===== config.mk =====
export PLATFORM = sky130hd
export DESIGN_NAME = ifd_decoder
export DESIGN_NICKNAME = d
export VERILOG_FILES = /design/src/ifd_pkg.sv /design/src/ifd_fields_if.sv /design/src/ifd_field_split.sv /design/src/ifd_decoder.sv
export SDC_FILE = /design/constraint.sdc
export NUM_CORES = 2
export LEC_CHECK = 0
export ABC_CLOCK_PERIOD_IN_PS = 10200
export BUFFER_PORTS_ARGS = -buffer_cell sky130_fd_sc_hd__buf_2
export CORE_MARGIN = 5
export CORE_UTILIZATION = 50
export CTS_BUF_LIST = sky130_fd_sc_hd__clkbuf_8
export DETAILED_ROUTE_END_ITERATION = 10
export HOLD_SLACK_MARGIN = 0.03
export PLACE_DENSITY = 0.75
export SYNTH_ARGS = -nofsm -noshare
export SYNTH_HDL_FRONTEND = slang
export SYNTH_SLANG_ARGS = --single-unit

===== constraint.sdc =====
create_clock -name mclk -period 10.2 [get_ports mclk]
set_input_delay 1.02 -clock mclk [delete_from_list [all_inputs] [get_ports mclk]]
set_output_delay 1.02 -clock mclk [all_outputs]
set_load 0.02 [all_outputs]

===== src/ifd_pkg.sv =====
// Constants and types shared by the instruction format decoder files
package ifd_pkg;
	// ***************************************************************
	// Widths and field positions
	// ***************************************************************
	localparam int IFD_WORD_W = 16;
	localparam int IFD_BYTE_W = 8;
	localparam int IFD_DWORD_W = 32;
	localparam int IFD_SEL_W = 4;
	localparam int IFD_REG_N = 16;
	localparam int IFD_OP1_LO = 12;
	localparam int IFD_SELA_LO = 8;
	localparam int IFD_OP2_LO = 4;
	localparam int IFD_SELB_LO = 0;
	localparam int IFD_LIT_LO = 0;
	localparam int IFD_BYTE_SIGN = 7;
	localparam int IFD_MAP_W = 256;

	// ***************************************************************
	// Address arithmetic and addressing modes
	// ***************************************************************
	localparam logic [15:0] IFD_INS_STEP = 16'h0002;
	localparam logic [15:0] IFD_REL_BIAS = 16'h0002;
	localparam logic [15:0] IFD_EVEN_MASK = 16'hFFFE;
	localparam logic [3:0] IFD_MODE_IMM = 4'h0;
	localparam logic [3:0] IFD_MODE_REL = 4'h1;
	localparam logic [3:0] IFD_MODE_ABS = 4'h2;
	localparam logic [3:0] IFD_SEL_STEP = 4'h1;
	localparam logic [15:0] IFD_RST_WORD = 16'h0000;

	// ***************************************************************
	// Default opcode maps, indexed by {first opcode nibble, second opcode nibble}
	// ***************************************************************
	localparam logic [255:0] IFD_TWO_MAP_DEF = 256'h1000_0001;
	localparam logic [255:0] IFD_EMPTY_MAP = 256'h0;

	// ***************************************************************
	// Types
	// ***************************************************************
	typedef enum logic [2:0] {
		IFD_FMT_RR = 3'h0,
		IFD_FMT_RN = 3'h1,
		IFD_FMT_RI = 3'h2,
		IFD_FMT_RL = 3'h3,
		IFD_FMT_TW = 3'h4
	} ifd_fmt_e;

	typedef enum logic [1:0] {
		IFD_ST_FIRST = 2'h1,
		IFD_ST_SECOND = 2'h2
	} ifd_state_e;

	typedef enum logic [1:0] {
		IFD_AM_IMM = 2'h0,
		IFD_AM_REL = 2'h1,
		IFD_AM_ABS = 2'h2,
		IFD_AM_IDX = 2'h3
	} ifd_amode_e;
endpackage


===== src/ifd_fields_if.sv =====
// Decoded instruction fields passed from the splitter to the decoder core
`timescale 1ns/1ps
interface ifd_fields_if;
	import ifd_pkg::*;
	logic [3:0] opHi;
	logic [3:0] opLo;
	logic [3:0] firstRegisterField;
	logic [3:0] secondRegisterField;
	logic [7:0] literalField;
	ifd_fmt_e fmt;
	logic twoWord;
	logic ioIn;
	logic ioOut;

	modport split (output opHi, opLo, firstRegisterField,
		secondRegisterField, literalField, fmt, twoWord, ioIn, ioOut);
	modport core (input opHi, opLo, firstRegisterField,
		secondRegisterField, literalField, fmt, twoWord, ioIn, ioOut);
endinterface


===== src/ifd_field_split.sv =====
// Splits a first instruction word into fields and classifies its format
`timescale 1ns/1ps
module ifd_field_split #(
	parameter logic [255:0] TWO_MAP = ifd_pkg::IFD_TWO_MAP_DEF,
	parameter logic [255:0] RN_MAP = ifd_pkg::IFD_EMPTY_MAP,
	parameter logic [255:0] RI_MAP = ifd_pkg::IFD_EMPTY_MAP,
	parameter logic [255:0] RL_MAP = ifd_pkg::IFD_EMPTY_MAP,
	parameter logic [255:0] IN_MAP = ifd_pkg::IFD_EMPTY_MAP,
	parameter logic [255:0] OUT_MAP = ifd_pkg::IFD_EMPTY_MAP
) (
	input wire logic [15:0] word,
	ifd_fields_if.split f
);
	import ifd_pkg::*;

	logic [7:0] opKey;

	// ***************************************************************
	// Field extraction
	// ***************************************************************
	// Nibble layout: opcode, first selector, opcode, second selector
	assign f.opHi = word[IFD_OP1_LO +: IFD_SEL_W]; // RQ22
	assign f.firstRegisterField = word[IFD_SELA_LO +: IFD_SEL_W]; // RQ12
	assign f.opLo = word[IFD_OP2_LO +: IFD_SEL_W]; // RQ22
	assign f.secondRegisterField = word[IFD_SELB_LO +: IFD_SEL_W]; // RQ12
	assign f.literalField = word[IFD_LIT_LO +: IFD_BYTE_W]; // RQ17
	assign opKey = {f.opHi, f.opLo};

	// ***************************************************************
	// Format classification
	// ***************************************************************
	// Length comes from the opcode alone; two-word wins over the rest
	always_comb begin
		f.twoWord = TWO_MAP[opKey]; // RQ1
		f.ioIn = IN_MAP[opKey] & ~TWO_MAP[opKey]; // RQ14
		f.ioOut = OUT_MAP[opKey] & ~TWO_MAP[opKey]; // RQ15
		if (TWO_MAP[opKey]) begin
			f.fmt = IFD_FMT_TW;
		end else if (RL_MAP[opKey]) begin
			f.fmt = IFD_FMT_RL;
		end else if (RI_MAP[opKey]) begin
			f.fmt = IFD_FMT_RI;
		end else if (RN_MAP[opKey]) begin
			f.fmt = IFD_FMT_RN; // RQ16
		end else begin
			f.fmt = IFD_FMT_RR;
		end
	end
endmodule


===== src/ifd_decoder.sv =====
// Instruction format decoder with general register file
// Function
// RQ1 - Instructions are one or two words, by opcode
// RQ2 - Instructions start only on even byte addresses
// RQ3 - Byte is eight bits, bit 7 most significant
// RQ4 - Word is sixteen bits from two bytes
// RQ5 - Word addressed by even, more significant byte
// RQ6 - Negative values use two's complement form
// RQ7 - Double word is 32 bits, upper word first
// RQ8 - Sixteen 16-bit general registers, four-bit select
// RQ9 - Register byte operations use low byte only
// RQ10 - Signed byte operations take bit 7 as sign
// RQ11 - Register pair: named register upper, next lower
// RQ12 - Two opcode nibbles plus two selector nibbles
// RQ13 - Both registers read; first field is destination
// RQ14 - Input: second gives address, first receives data
// RQ15 - Output: second gives address, first gives data
// RQ16 - Single-register format count gives repeat number
// RQ17 - Immediate: eight-bit literal, register is destination
// RQ18 - Relative target is displacement plus advanced counter
// RQ19 - Relative reach spans -126 to +128 bytes
// RQ20 - Second field selects two-word addressing mode
// RQ21 - Word memory operand address drops its low bit
// RQ22 - Nibbles: opcode, destination, opcode, source
`timescale 1ns/1ps
module ifd_decoder #(
	parameter logic [255:0] TWO_MAP = ifd_pkg::IFD_TWO_MAP_DEF,
	parameter logic [255:0] RN_MAP = ifd_pkg::IFD_EMPTY_MAP,
	parameter logic [255:0] RI_MAP = ifd_pkg::IFD_EMPTY_MAP,
	parameter logic [255:0] RL_MAP = ifd_pkg::IFD_EMPTY_MAP,
	parameter logic [255:0] IN_MAP = ifd_pkg::IFD_EMPTY_MAP,
	parameter logic [255:0] OUT_MAP = ifd_pkg::IFD_EMPTY_MAP
) (
	input wire logic mclk,
	input wire logic rstn,
	input wire logic insValid,
	input wire logic [15:0] insAddr,
	input wire logic [15:0] insWord,
	input wire logic wrEn,
	input wire logic [3:0] wrSel,
	input wire logic [15:0] wrData,
	input wire logic wrByte,
	input wire logic wrPair,
	input wire logic [15:0] wrDataLo,
	output logic decValid,
	output logic alignFault,
	output ifd_pkg::ifd_fmt_e decFmt,
	output logic decTwoWord,
	output logic [3:0] opHi,
	output logic [3:0] opLo,
	output logic [3:0] destSel,
	output logic [3:0] srcSel,
	output logic [3:0] repCount,
	output logic [15:0] operandA,
	output logic [15:0] operandB,
	output logic [15:0] byteA,
	output logic [31:0] pairA,
	output logic [31:0] pairB,
	output logic [15:0] literalValue,
	output logic [15:0] relTarget,
	output ifd_pkg::ifd_amode_e addrMode,
	output logic [15:0] immData,
	output logic [15:0] eaByte,
	output logic [15:0] eaWord,
	output logic [15:0] eaLowWord,
	output logic ioIn,
	output logic ioOut,
	output logic [15:0] ioAddr,
	output logic [15:0] ioData
);
	import ifd_pkg::*;

	// ***************************************************************
	// State
	// ***************************************************************
	typedef struct packed {
		ifd_state_e st;
		logic [IFD_REG_N-1:0][IFD_WORD_W-1:0] regs;
		logic [15:0] firstWord;
		logic [15:0] firstAddr;
		logic decValid;
		logic alignFault;
		ifd_fmt_e fmt;
		logic twoWord;
		logic [3:0] opHi;
		logic [3:0] opLo;
		logic [3:0] destSel;
		logic [3:0] srcSel;
		logic [3:0] repCount;
		logic [15:0] operandA;
		logic [15:0] operandB;
		logic [15:0] byteA;
		logic [31:0] pairA;
		logic [31:0] pairB;
		logic [15:0] literalValue;
		logic [15:0] relTarget;
		ifd_amode_e addrMode;
		logic [15:0] immData;
		logic [15:0] eaByte;
		logic [15:0] eaWord;
		logic [15:0] eaLowWord;
		logic ioIn;
		logic ioOut;
		logic [15:0] ioAddr;
		logic [15:0] ioData;
	} ifd_state_s;

	ifd_state_s s_q;
	ifd_state_s s_d;
	logic [15:0] splitWord;

	ifd_fields_if fld ();

	// ***************************************************************
	// Helper functions
	// ***************************************************************
	// Sign-extends a byte into a word using bit 7 as sign
	function automatic logic [15:0] sext8(input logic [7:0] b);
		sext8 = {{IFD_BYTE_W{b[IFD_BYTE_SIGN]}}, b}; // RQ3 RQ6 RQ10
	endfunction

	// Reads a register pair, named register as the upper half
	function automatic logic [31:0] pairOf(
		input logic [IFD_REG_N-1:0][IFD_WORD_W-1:0] r,
		input logic [3:0] sel);
		logic [3:0] nxt;
		nxt = sel + IFD_SEL_STEP; // Selector wraps past 15
		pairOf = {r[sel], r[nxt]}; // RQ7 RQ11
	endfunction

	// ***************************************************************
	// Field splitter
	// ***************************************************************
	// The held first word is decoded while the second word arrives
	assign splitWord = (s_q.st == IFD_ST_FIRST) ? insWord : s_q.firstWord;

	ifd_field_split #(
		.TWO_MAP(TWO_MAP),
		.RN_MAP(RN_MAP),
		.RI_MAP(RI_MAP),
		.RL_MAP(RL_MAP),
		.IN_MAP(IN_MAP),
		.OUT_MAP(OUT_MAP)
	) uSplit (
		.word(splitWord),
		.f(fld.split)
	);

	// ***************************************************************
	// Next-state logic
	// ***************************************************************
	// Sequences one- and two-word instructions and fills the outputs
	always_comb begin
		logic fin;
		logic [15:0] a1;
		logic [15:0] w2;
		logic [15:0] pc;
		logic [15:0] ea;
		logic [15:0] rA;
		logic [15:0] rB;
		logic [3:0] nx;
		fin = 1'b0;
		a1 = s_q.firstAddr;
		w2 = insWord;
		pc = IFD_RST_WORD;
		ea = IFD_RST_WORD;
		rA = s_q.regs[fld.firstRegisterField]; // RQ8
		rB = s_q.regs[fld.secondRegisterField]; // RQ8
		nx = wrSel + IFD_SEL_STEP;
		s_d = s_q;
		s_d.decValid = 1'b0;
		s_d.alignFault = 1'b0;

		// Register write port from the execution stage
		if (wrEn) begin
			if (wrPair) begin
				s_d.regs[wrSel] = wrData; // RQ11
				s_d.regs[nx] = wrDataLo; // RQ11
			end else if (wrByte) begin
				s_d.regs[wrSel][IFD_BYTE_W-1:0] =
					wrData[IFD_BYTE_W-1:0]; // RQ9
			end else begin
				s_d.regs[wrSel] = wrData; // RQ4
			end
		end

		unique case (s_q.st)
			IFD_ST_FIRST: begin
				if (insValid) begin
					if (insAddr[0]) begin
						s_d.alignFault = 1'b1; // RQ2
					end else if (fld.twoWord) begin
						s_d.firstWord = insWord; // RQ1
						s_d.firstAddr = insAddr;
						s_d.st = IFD_ST_SECOND;
					end else begin
						a1 = insAddr;
						fin = 1'b1; // RQ1
					end
				end
			end
			IFD_ST_SECOND: begin
				if (insValid) begin
					fin = 1'b1;
					s_d.st = IFD_ST_FIRST;
				end
			end
		endcase

		// Fields and operands of the completed instruction
		if (fin) begin
			pc = a1 + IFD_INS_STEP; // Counter is one word (two bytes) past the first word
			s_d.decValid = 1'b1;
			s_d.fmt = fld.fmt;
			s_d.twoWord = fld.twoWord;
			s_d.opHi = fld.opHi;
			s_d.opLo = fld.opLo;
			s_d.destSel = fld.firstRegisterField; // RQ13 RQ17
			s_d.srcSel = fld.secondRegisterField;
			s_d.repCount = fld.secondRegisterField; // RQ16
			s_d.operandA = rA; // RQ13
			s_d.operandB = rB; // RQ13
			s_d.byteA = sext8(rA[IFD_BYTE_W-1:0]); // RQ9 RQ10
			s_d.pairA = pairOf(s_q.regs, fld.firstRegisterField);
			s_d.pairB = pairOf(s_q.regs, fld.secondRegisterField);
			s_d.literalValue = sext8(fld.literalField); // RQ17
			// Displacement -128..127 plus bias gives -126..+128 bytes
			s_d.relTarget = (pc + sext8(fld.literalField) + IFD_REL_BIAS)
				& IFD_EVEN_MASK; // RQ18 RQ19 RQ2
			s_d.ioIn = fld.ioIn;
			s_d.ioOut = fld.ioOut;
			s_d.ioAddr = rB; // RQ14 RQ15
			s_d.ioData = rA; // RQ15
			s_d.immData = IFD_RST_WORD;
			s_d.addrMode = IFD_AM_IMM;
			s_d.eaByte = IFD_RST_WORD;
			if (fld.twoWord) begin
				// Second word is big-end: even byte in the upper half
				s_d.immData = w2; // RQ5
				if (fld.secondRegisterField == IFD_MODE_IMM) begin
					s_d.addrMode = IFD_AM_IMM; // RQ20
					ea = pc;
				end else if (fld.secondRegisterField == IFD_MODE_REL) begin
					s_d.addrMode = IFD_AM_REL; // RQ20
					ea = pc + w2; // RQ6
				end else if (fld.secondRegisterField == IFD_MODE_ABS) begin
					s_d.addrMode = IFD_AM_ABS; // RQ20
					ea = w2;
				end else begin
					s_d.addrMode = IFD_AM_IDX; // RQ20
					ea = w2 + rB;
				end
				s_d.eaByte = ea;
			end
			s_d.eaWord = ea & IFD_EVEN_MASK; // RQ21 RQ5
			// Less significant word of a double sits two bytes on
			s_d.eaLowWord = (ea & IFD_EVEN_MASK) + IFD_INS_STEP; // RQ7
		end
	end

	// ***************************************************************
	// State register
	// ***************************************************************
	// Holds all decoder state; registers clear at reset, the state field loads IFD_ST_FIRST
	always_ff @(posedge mclk or negedge rstn) begin
		if (!rstn) begin
			s_q <= '0;
			s_q.st <= IFD_ST_FIRST;
		end else begin
			s_q <= s_d;
		end
	end

	// ***************************************************************
	// Outputs
	// ***************************************************************
	// Every output comes straight from the state register
	assign decValid = s_q.decValid;
	assign alignFault = s_q.alignFault;
	assign decFmt = s_q.fmt;
	assign decTwoWord = s_q.twoWord;
	assign opHi = s_q.opHi;
	assign opLo = s_q.opLo;
	assign destSel = s_q.destSel;
	assign srcSel = s_q.srcSel;
	assign repCount = s_q.repCount;
	assign operandA = s_q.operandA;
	assign operandB = s_q.operandB;
	assign byteA = s_q.byteA;
	assign pairA = s_q.pairA;
	assign pairB = s_q.pairB;
	assign literalValue = s_q.literalValue;
	assign relTarget = s_q.relTarget;
	assign addrMode = s_q.addrMode;
	assign immData = s_q.immData;
	assign eaByte = s_q.eaByte;
	assign eaWord = s_q.eaWord;
	assign eaLowWord = s_q.eaLowWord;
	assign ioIn = s_q.ioIn;
	assign ioOut = s_q.ioOut;
	assign ioAddr = s_q.ioAddr;
	assign ioData = s_q.ioData;
endmodule


# Yosys cells after proc, flatten, opt, wreduce, memory -nomap -nowiden
# Memories as Yosys holds them, arrays and structs flattened.
# Index checks and enable logic that the tools add are counted.
[totals] mem_bits_ro=512 wordCells=127 register_bits=504 output_inout_bits=270 input_bits=74 memories=2
[memory_table] name="(name not given)" depth=256 word_bits=1 read_ports=1 rd_ports_with_merged_regs=0 write_ports=0 line_no="ifd_field_split.sv:34" rtl="f.twoWord = TWO_MAP[opKey];"
[memory_table] name="(name not given)" depth=256 word_bits=1 read_ports=1 rd_ports_with_merged_regs=0 write_ports=0 line_no="ifd_field_split.sv:35" rtl="f.ioIn = IN_MAP[opKey] & ~TWO_MAP[opKey];"
[op_classes] reduce_logical=5 n_addsub=9 order_cmp=9 n_eq_ne=8 n_mux=51 n_bitwise=3
[ops] op="256-bit bitwise mux" n=3
[ops] op="256-bit 2-to-1 mux" n=2
[ops] op="16-bit binary-select mux with 4-bit select" n=4
[ops] op="16-bit 2-to-1 mux" n=16
[ops] op="16-bit demux with 4-bit select" n=3
[ops] op="16-bit adder" n=3
[ops] op="16-bit by 2-bit adder with 16-bit output, second input constant" n=3
[ops] op="34-bit 2-to-1 mux" n=1
[ops] op="4-bit by 5-bit less-than comparator with 1-bit output, second input constant" n=6
[ops] op="2-bit 2-to-1 mux" n=7
[ops] op="4-bit by 1-bit adder with 4-bit output, second input constant" n=3
[ops] op="1-bit 2-to-1 mux" n=11
[ops] op="8-bit by 9-bit less-than comparator with 1-bit output, second input constant" n=1
[ops] op="4-bit by 1-bit greater-or-equal comparator with 1-bit output, second input constant" n=2
[ops] op="8-bit 2-to-1 mux" n=1
[ops] op="2-bit != test, second input constant" n=4
[ops] op="4-bit AND reduction" n=2
[ops] op="4-bit by 1-bit == test with 1-bit output, second input constant" n=1
[ops] op="4-bit by 2-bit == test with 1-bit output, second input constant" n=1
[ops] op="4-bit logical NOT" n=1
[ops] op="2-bit case mux with 2 select lines" n=1
[ops] op="3-bit 2-to-1 mux" n=1
[ops] op="2-bit by 1-bit == test with 1-bit output, second input constant" n=1
[ops] op="2-bit == test, second input constant" n=1
[ops] op="4 further kinds" n=6

# Logic depth before layout (Yosys ltp)
[logic_depth] depth_word=15 mapped_depth=24 ltp_nobuf=21

# Hierarchy
# A second synthesis with hierarchy kept.
[unflattened] hier_cells=3202 area_unflattened_um2=32090.8
[by_module_without_submodules] mod="ifd_decoder" cells_per_inst=3168 seq_area_each_um2=11237.0 n_inst=1 area_each_um2=31838.0
[by_module_without_submodules] mod="ifd_field_split" cells_per_inst=34 seq_area_each_um2=0.0 n_inst=1 area_each_um2=252.7

# Worst setup path after synthesis
# No wires, ideal clock.
[synth_path] path_type="in2reg" startpoint="in insWord[12]" endpoint="reg s_q, in the netlist eaLowWord[12]" setup_time_ps=124 arrival_time_ps=6112 cell_stages=21 n_path_buf=3 required_time_ps=10076 path_slack_ps=3964 path_cell_list="mux2i_2 > mux2_4 > nor2_1 > buf_6 > clkbuf_1 > mux2_2 > ha_1 > clkbuf_1 > nand3_1 > xor2_1 > mux2i_2 > ha_1 > or2_2 > o41ai_1 > mux2i_1 > a2111oi_2 > o31ai_2 > or3_1 > nor4_2 > a211oi_1 > a211o_1"
[synth_between] elab_chain_cells=14 elab_cells_between_ends=20 cone_classes="add/sub (4); mux (15); memory (1)"
[synth_rtl] element="start: declaration" line_no="ifd_decoder.sv:38" rtl="input wire logic [15:0] insWord,"
[synth_rtl] element="16-bit 2-to-1 mux" line_no="ifd_decoder.sv:135" rtl="assign splitWord = (s_q.st == IFD_ST_FIRST) ? insWord : s_q.firstWord;"
[synth_rtl] element="memory read 256 x 1 bit"
[synth_rtl] element="1-bit 2-to-1 mux"
[synth_rtl] element="16-bit 2-to-1 mux" line_no="ifd_decoder.sv:192" rtl="end else if (fld.twoWord) begin"
[synth_rtl] element="16-bit 2-to-1 mux" line_no="ifd_decoder.sv:190" rtl="if (insAddr[0]) begin"
[synth_rtl] element="16-bit 2-to-1 mux" line_no="ifd_decoder.sv:189" rtl="if (insValid) begin"
[synth_rtl] element="16-bit 2-to-1 mux" line_no="ifd_decoder.sv:187" rtl="unique case (s_q.st)"
[synth_rtl] element="16-bit by 2-bit adder with 16-bit output" line_no="ifd_decoder.sv:212" rtl="pc = a1 + IFD_INS_STEP;"
[synth_rtl] element="16-bit adder" line_no="ifd_decoder.sv:245" rtl="ea = pc + w2;"
[synth_rtl] element="16-bit 2-to-1 mux" line_no="ifd_decoder.sv:243" rtl="end else if (fld.secondRegisterField == IFD_MODE_REL) begin"
[synth_rtl] element="16-bit 2-to-1 mux" line_no="ifd_decoder.sv:240" rtl="if (fld.secondRegisterField == IFD_MODE_IMM) begin"
[synth_rtl] element="16-bit 2-to-1 mux" line_no="ifd_decoder.sv:237" rtl="if (fld.twoWord) begin"
[synth_rtl] element="16-bit 2-to-1 mux" line_no="ifd_decoder.sv:211" rtl="if (fin) begin"
[synth_rtl] element="16-bit by 2-bit adder with 16-bit output" line_no="ifd_decoder.sv:257" rtl="s_d.eaLowWord = (ea & IFD_EVEN_MASK) + IFD_INS_STEP;"
[synth_rtl] element="end: declaration" line_no="ifd_decoder.sv:108" rtl="ifd_state_s s_q;"
# Several ways; a longest one is shown, not always the timed one. The select of a mux whose other input is x is not followed.
# A chain may end at the register's enable or synchronous reset.

# Worst setup path after layout
[layout_path] startpoint="in insWord[1]" endpoint="reg s_q, in the netlist eaLowWord[12]"
[layout_between] elab_chain_cells=10 elab_cells_between_ends=14 cone_classes="add/sub (3); eq/ne (2); mux (8); reduce/logical (1)"
[layout_rtl] element="16-bit 2-to-1 mux" line_no="ifd_decoder.sv:135"
[layout_rtl] element="16-bit binary-select mux with 4-bit select" line_no="ifd_decoder.sv:168" rtl="rB = s_q.regs[fld.secondRegisterField];"
[layout_rtl] element="16-bit 2-to-1 mux (implied by the code)" line_no="ifd_decoder.sv:168"
[layout_rtl] element="16-bit adder" line_no="ifd_decoder.sv:251" rtl="ea = w2 + rB;"
[layout_rtl] element="16-bit 2-to-1 mux" line_no="ifd_decoder.sv:246" rtl="end else if (fld.secondRegisterField == IFD_MODE_ABS) begin"
[layout_rtl] element="16-bit 2-to-1 mux" line_no="ifd_decoder.sv:243"
[layout_rtl] element="16-bit 2-to-1 mux (*)" line_no="ifd_decoder.sv:240"
[layout_rtl] element="16-bit 2-to-1 mux (*)" line_no="ifd_decoder.sv:237"
[layout_rtl] element="16-bit 2-to-1 mux (*)" line_no="ifd_decoder.sv:211"
[layout_rtl] element="16-bit by 2-bit adder with 16-bit output (*)" line_no="ifd_decoder.sv:257"
# Mark *: on every way between the ends. The rest lies on a longest branch, timed or not. The select of a mux whose other input is x is not followed.

==> metrics.md <==
| Metric | Value |
|---|---|
| Fmax | `145.5 MHz` |
| P_leak | `0.01503 uW` |
| Hold Path Class | `input port to asynchronous set/reset pin` |
| Final worst-path cycle share | `just under 70%` |
| Post-Synth XOR/XNOR Area | `1.640%` |
| First-pass DRT Iterations | `8` |
| Worst IR Drop VDD | `0.0001994 V` |
| Post-CTS Setup Bufs | `0` |
| CTS resizes | `0` |
| Outcome | `complete, but fails checks` |
| CP Max Fanout | `79` |
| CP arrival | `7.45 ns` |
| Net Sw Frac | `46.62%` |
| Die width | `about 270 um` |
| Slowest stage delay, CP | `~0.64 ns` |
| Die Ht | `265.3 um` |
| RSZ-0062 raised after global routing | `false` |
| Synth Area in Compound Gates | `20.06%` |
| Highest-delay cell along the critical path | `inv_4` |
| Clk slew on worst S/H paths | `0.06 ns` |
| Synth Warn # | `0` |
| NetSw | `4430 uW` |
| Simple-gate share of the synthesized area | `18.18%` |
| Path depth of the worst reg2reg path | `21` |
| Final setup viols | `0` |
| Net count, final | `3899` |
| Cell taking the most area after synthesis | `dfrtp_1` |
| EDFF count, synth | `0` |
| Maxcap violations | `1` |
| FP Rows | `93` |
| Starting DRT DRC Count | `between 4000 and 5000` |
| Mux contribution to synthesized area | `13.56%` |
| Stages on the worst setup path | `20` |
| Synthesized instance count | `between 3000 and 4000` |
| First-pass GRT wire length | `190.4 mm` |
| Top post-synthesis cells by area | `dfrtp_1 33%, mux4_2 8.9%, nand2_1 7.6%, buf_4 6.2%, a21oi_1 5.5%` |
| Mapped Area | `approximately 33000 um^2` |
| I/O Buffers | `336` |
| Setup slack after layout | `roughly 3.3 ns` |
| CTS tree | `done` |
| Async S/R FF share, synth | `100.0%` |
| Detailed-route vias per instance | `just under 7` |
| Least-Margin Pin Slew | `1.579 ns` |
| Clk Latency, worst-skew pair | `slightly above 0.7 ns` |
| Sequential power share | `31.2%` |
| Largest net degree at the start of global routing | `213` |
| Non-Filler Instances | `4680` |
| Slew Limit Fails | `9` |
| WP buf/inv | `3` |
| Top cell family by delay on the critical path | `compound AO/OA/AOI/OAI gates` |
| Final ANT Viol Nets | `0` |
| Vias in the first global route | `between 20000 and 30000` |
| Top cell type's share of synthesized area | `33.41%` |
| Top_reg_cell synth | `dfrtp_1` |
| Critical path class | `input port to register` |
| GR Overflow Total | `0` |
| Tmin final | `approximately 6.9 ns` |
| Commonest cells in the netlist | `661 x nand2_1, 435 x dfrtp_1, 359 x a21oi_1, 341 x nor2_1, 269 x buf_4` |
| Initial Util | `about half` |
| Cts hold-fix bufs | `0` |
| Worst Setup End Kind | `register` |
| CTS Root Cell | `clkbuf_8` |
| # H-tree levels | `3` |
| Post-DP HPWL | `85.38 mm` |
| Finished Cell Area | `~35000 um^2` |
| Critical Path RT | `between 10 and 15 ns` |
| Yosys reg bits | `436` |
| Yosys cell types | `83` |
| Initial antenna violation count | `14` |
| Via Count | `31680` |
| Failing checks | `capacitance limit, slew limit` |
| Final Hold Fails | `0` |
| GRT Total Usage | `a little over a third` |
| Largest family of logic cells by synthesized area | `compound AO/OA/AOI/OAI gates` |
| Ports | `344` |
| Num CTS Buffers | `78` |
| Mapped Avg Cell Area | `8.420 um^2` |
| Sequential area share after synthesis | `between 30 and 40%` |
| Cells along the critical path | `buf_2 -> and3b_1 -> a21oi_4 -> inv_4 -> buf_4 -> nand2_1 -> and3_1 -> a311oi_1 -> a311oi_1 -> a21oi_1 -> ha_1 -> a211o_1 -> o311a_1 -> o21ba_2 -> a2111oi_2 -> o31ai_2 -> or3_1 -> nor4_2 -> a211oi_1 -> a211o_1` |
| Placed insts | `about 4500` |
| Setup TNS | `0 ns` |
| DP Area | `32880 um^2` |
| Place WS | `2.755 ns` |
| # clock sinks | `~440` |
| DIE AREA | `70380 um^2` |
| DRC | `0` |
| Combinational power share | `49.4%` |
| Bufs on Longest Clock Path | `3` |
| Layout Skew | `a little under 0.04 ns` |
| Core Area | `64460 um^2` |
| FILL cells | `5933` |
| Int Pwr | `5073 uW` |
| Final wirelength | `129.1 mm` |
| Startpoint Class | `input port` |
| Clock share of power | `19.4%` |
| Relative slew slack | `-5.486%` |
| Routed WL per cell | `27.58 um` |
| Adder-cell share of the synthesized area | `2.642%` |
| P per Cell Area | `approximately 270 nW/um^2` |
| Layout cells sized above 1 | `20.68%` |
| Most frequent cell after synthesis | `nand2_1` |
| Layout area overhead | `6.209%` |
| GP Congestion | `roughly 1.0` |
routing by layer:
| layer | up-vias | wire (um) | global-route usage [%] |
|---|---|---|---|
| li1 | 13550 | - | - |
| met1 | 15180 | 44810 | 43.71 |
| met2 | 2430 | 56810 | 52.94 |
| met3 | 521 | 16900 | 10.37 |
| met4 | 4 | 10530 | 24.15 |
| met5 | - | 21 | 0 |
power groups by stage:
stage                     clock network, uW  logic [uW]  registers (uW)
after floorplan                           0        3830            2690
after global placement                    0        4560            2940
after detailed placement                  0        4620            2960
after CTS                              1850        4640            2930
after global routing                   1930        5020            3020
final                                  1850        4690            2970
flip-flops by register name, indices dropped and copies added (netlist names), 7 cells and up:
signal	flops
s_q	289
pairB	32
pairA	25
eaByte	16
immData	16
eaLowWord	15
relTarget	15
byteA	7
kinds of logic (layout without fill, tap and decap cells):
family	count (synthesis)	in the layout
XOR/XNOR	61	61
other	1	11
multiplexers	269	269
AND/OR/NAND/NOR	1369	1369
flip-flops	436	436
adder cells (fa/ha/maj)	67	67
AO/OA/AOI/OAI	1039	1039
buffers and inverters	628	573
metrics by stage:
stage	total power, uW	utilization, %	hold WS [ns]
6_report	9503	53.69	0.3164
5_1_grt	9963	53.68	0.3898
4_1_cts	9411	53.67	0.3391
3_5_place_dp	7578	51.00	0.4527
3_3_place_gp	7494	51.00	0.4502
2_1_floorplan	6513	-	0.4400
area by class of cell:
| class | instances | area, um^2 | share of cell area (%) |
|---|---|---|---|
| inverters | 28 | 115.1 | 0.3326 |
| repair buffers | 402 | 2265 | 6.544 |
| diodes | 4 | 10.01 | 0.02892 |
| clock buffers | 100 | 1376 | 3.977 |
| well taps | 855 | 1070 | 3.091 |
| clock inverters | 43 | 347.8 | 1.005 |
| flip-flops and latches | 436 | 10910 | 31.53 |
| multi-input cells | 2812 | 18510 | 53.49 |
worst paths after layout:
check / startpoint / to / slack (ns)
min in group mclk: addrMode[0] / addrMode[0] / 0.47
min reg2reg: addrMode[0] / addrMode[0] / 0.47
max in group asynchronous: rstn / pairB[11] / 7.57
max: insWord[1] / eaLowWord[12] / 3.33
min: rstn / s_q[299] / 0.32
max reg2reg: s_q[559] / eaLowWord[15] / 3.35
layout by cell type (no fill, tap or decap), types with 7 or more instances in the layout:
cell	instances
nand2_1	661
dfrtp_1	435
a21oi_1	351
nor2_1	340
buf_2	334
o22ai_1	265
nand3_1	152
mux4_2	129
o21ai_0	103
clkbuf_8	100
a311oi_1	94
mux2_2	76
and3_1	71
ha_1	62
buf_4	61
mux2i_1	54
inv_1	49
a31oi_1	39
a211oi_1	37
xnor2_1	34
a21o_1	25
xor2_1	23
nor3_1	18
a21boi_1	18
a22o_1	16
nor2b_1	15
nand4_1	15
nand2b_1	14
or3_1	13
and2_1	12
and4_1	10
nor4_1	10
or2_2	9
o21a_1	8
o211ai_1	7
a21oi_2	7
conb_1	7
clkinv_2	7
No activity file was read; power rests on OpenSTA's default activity.
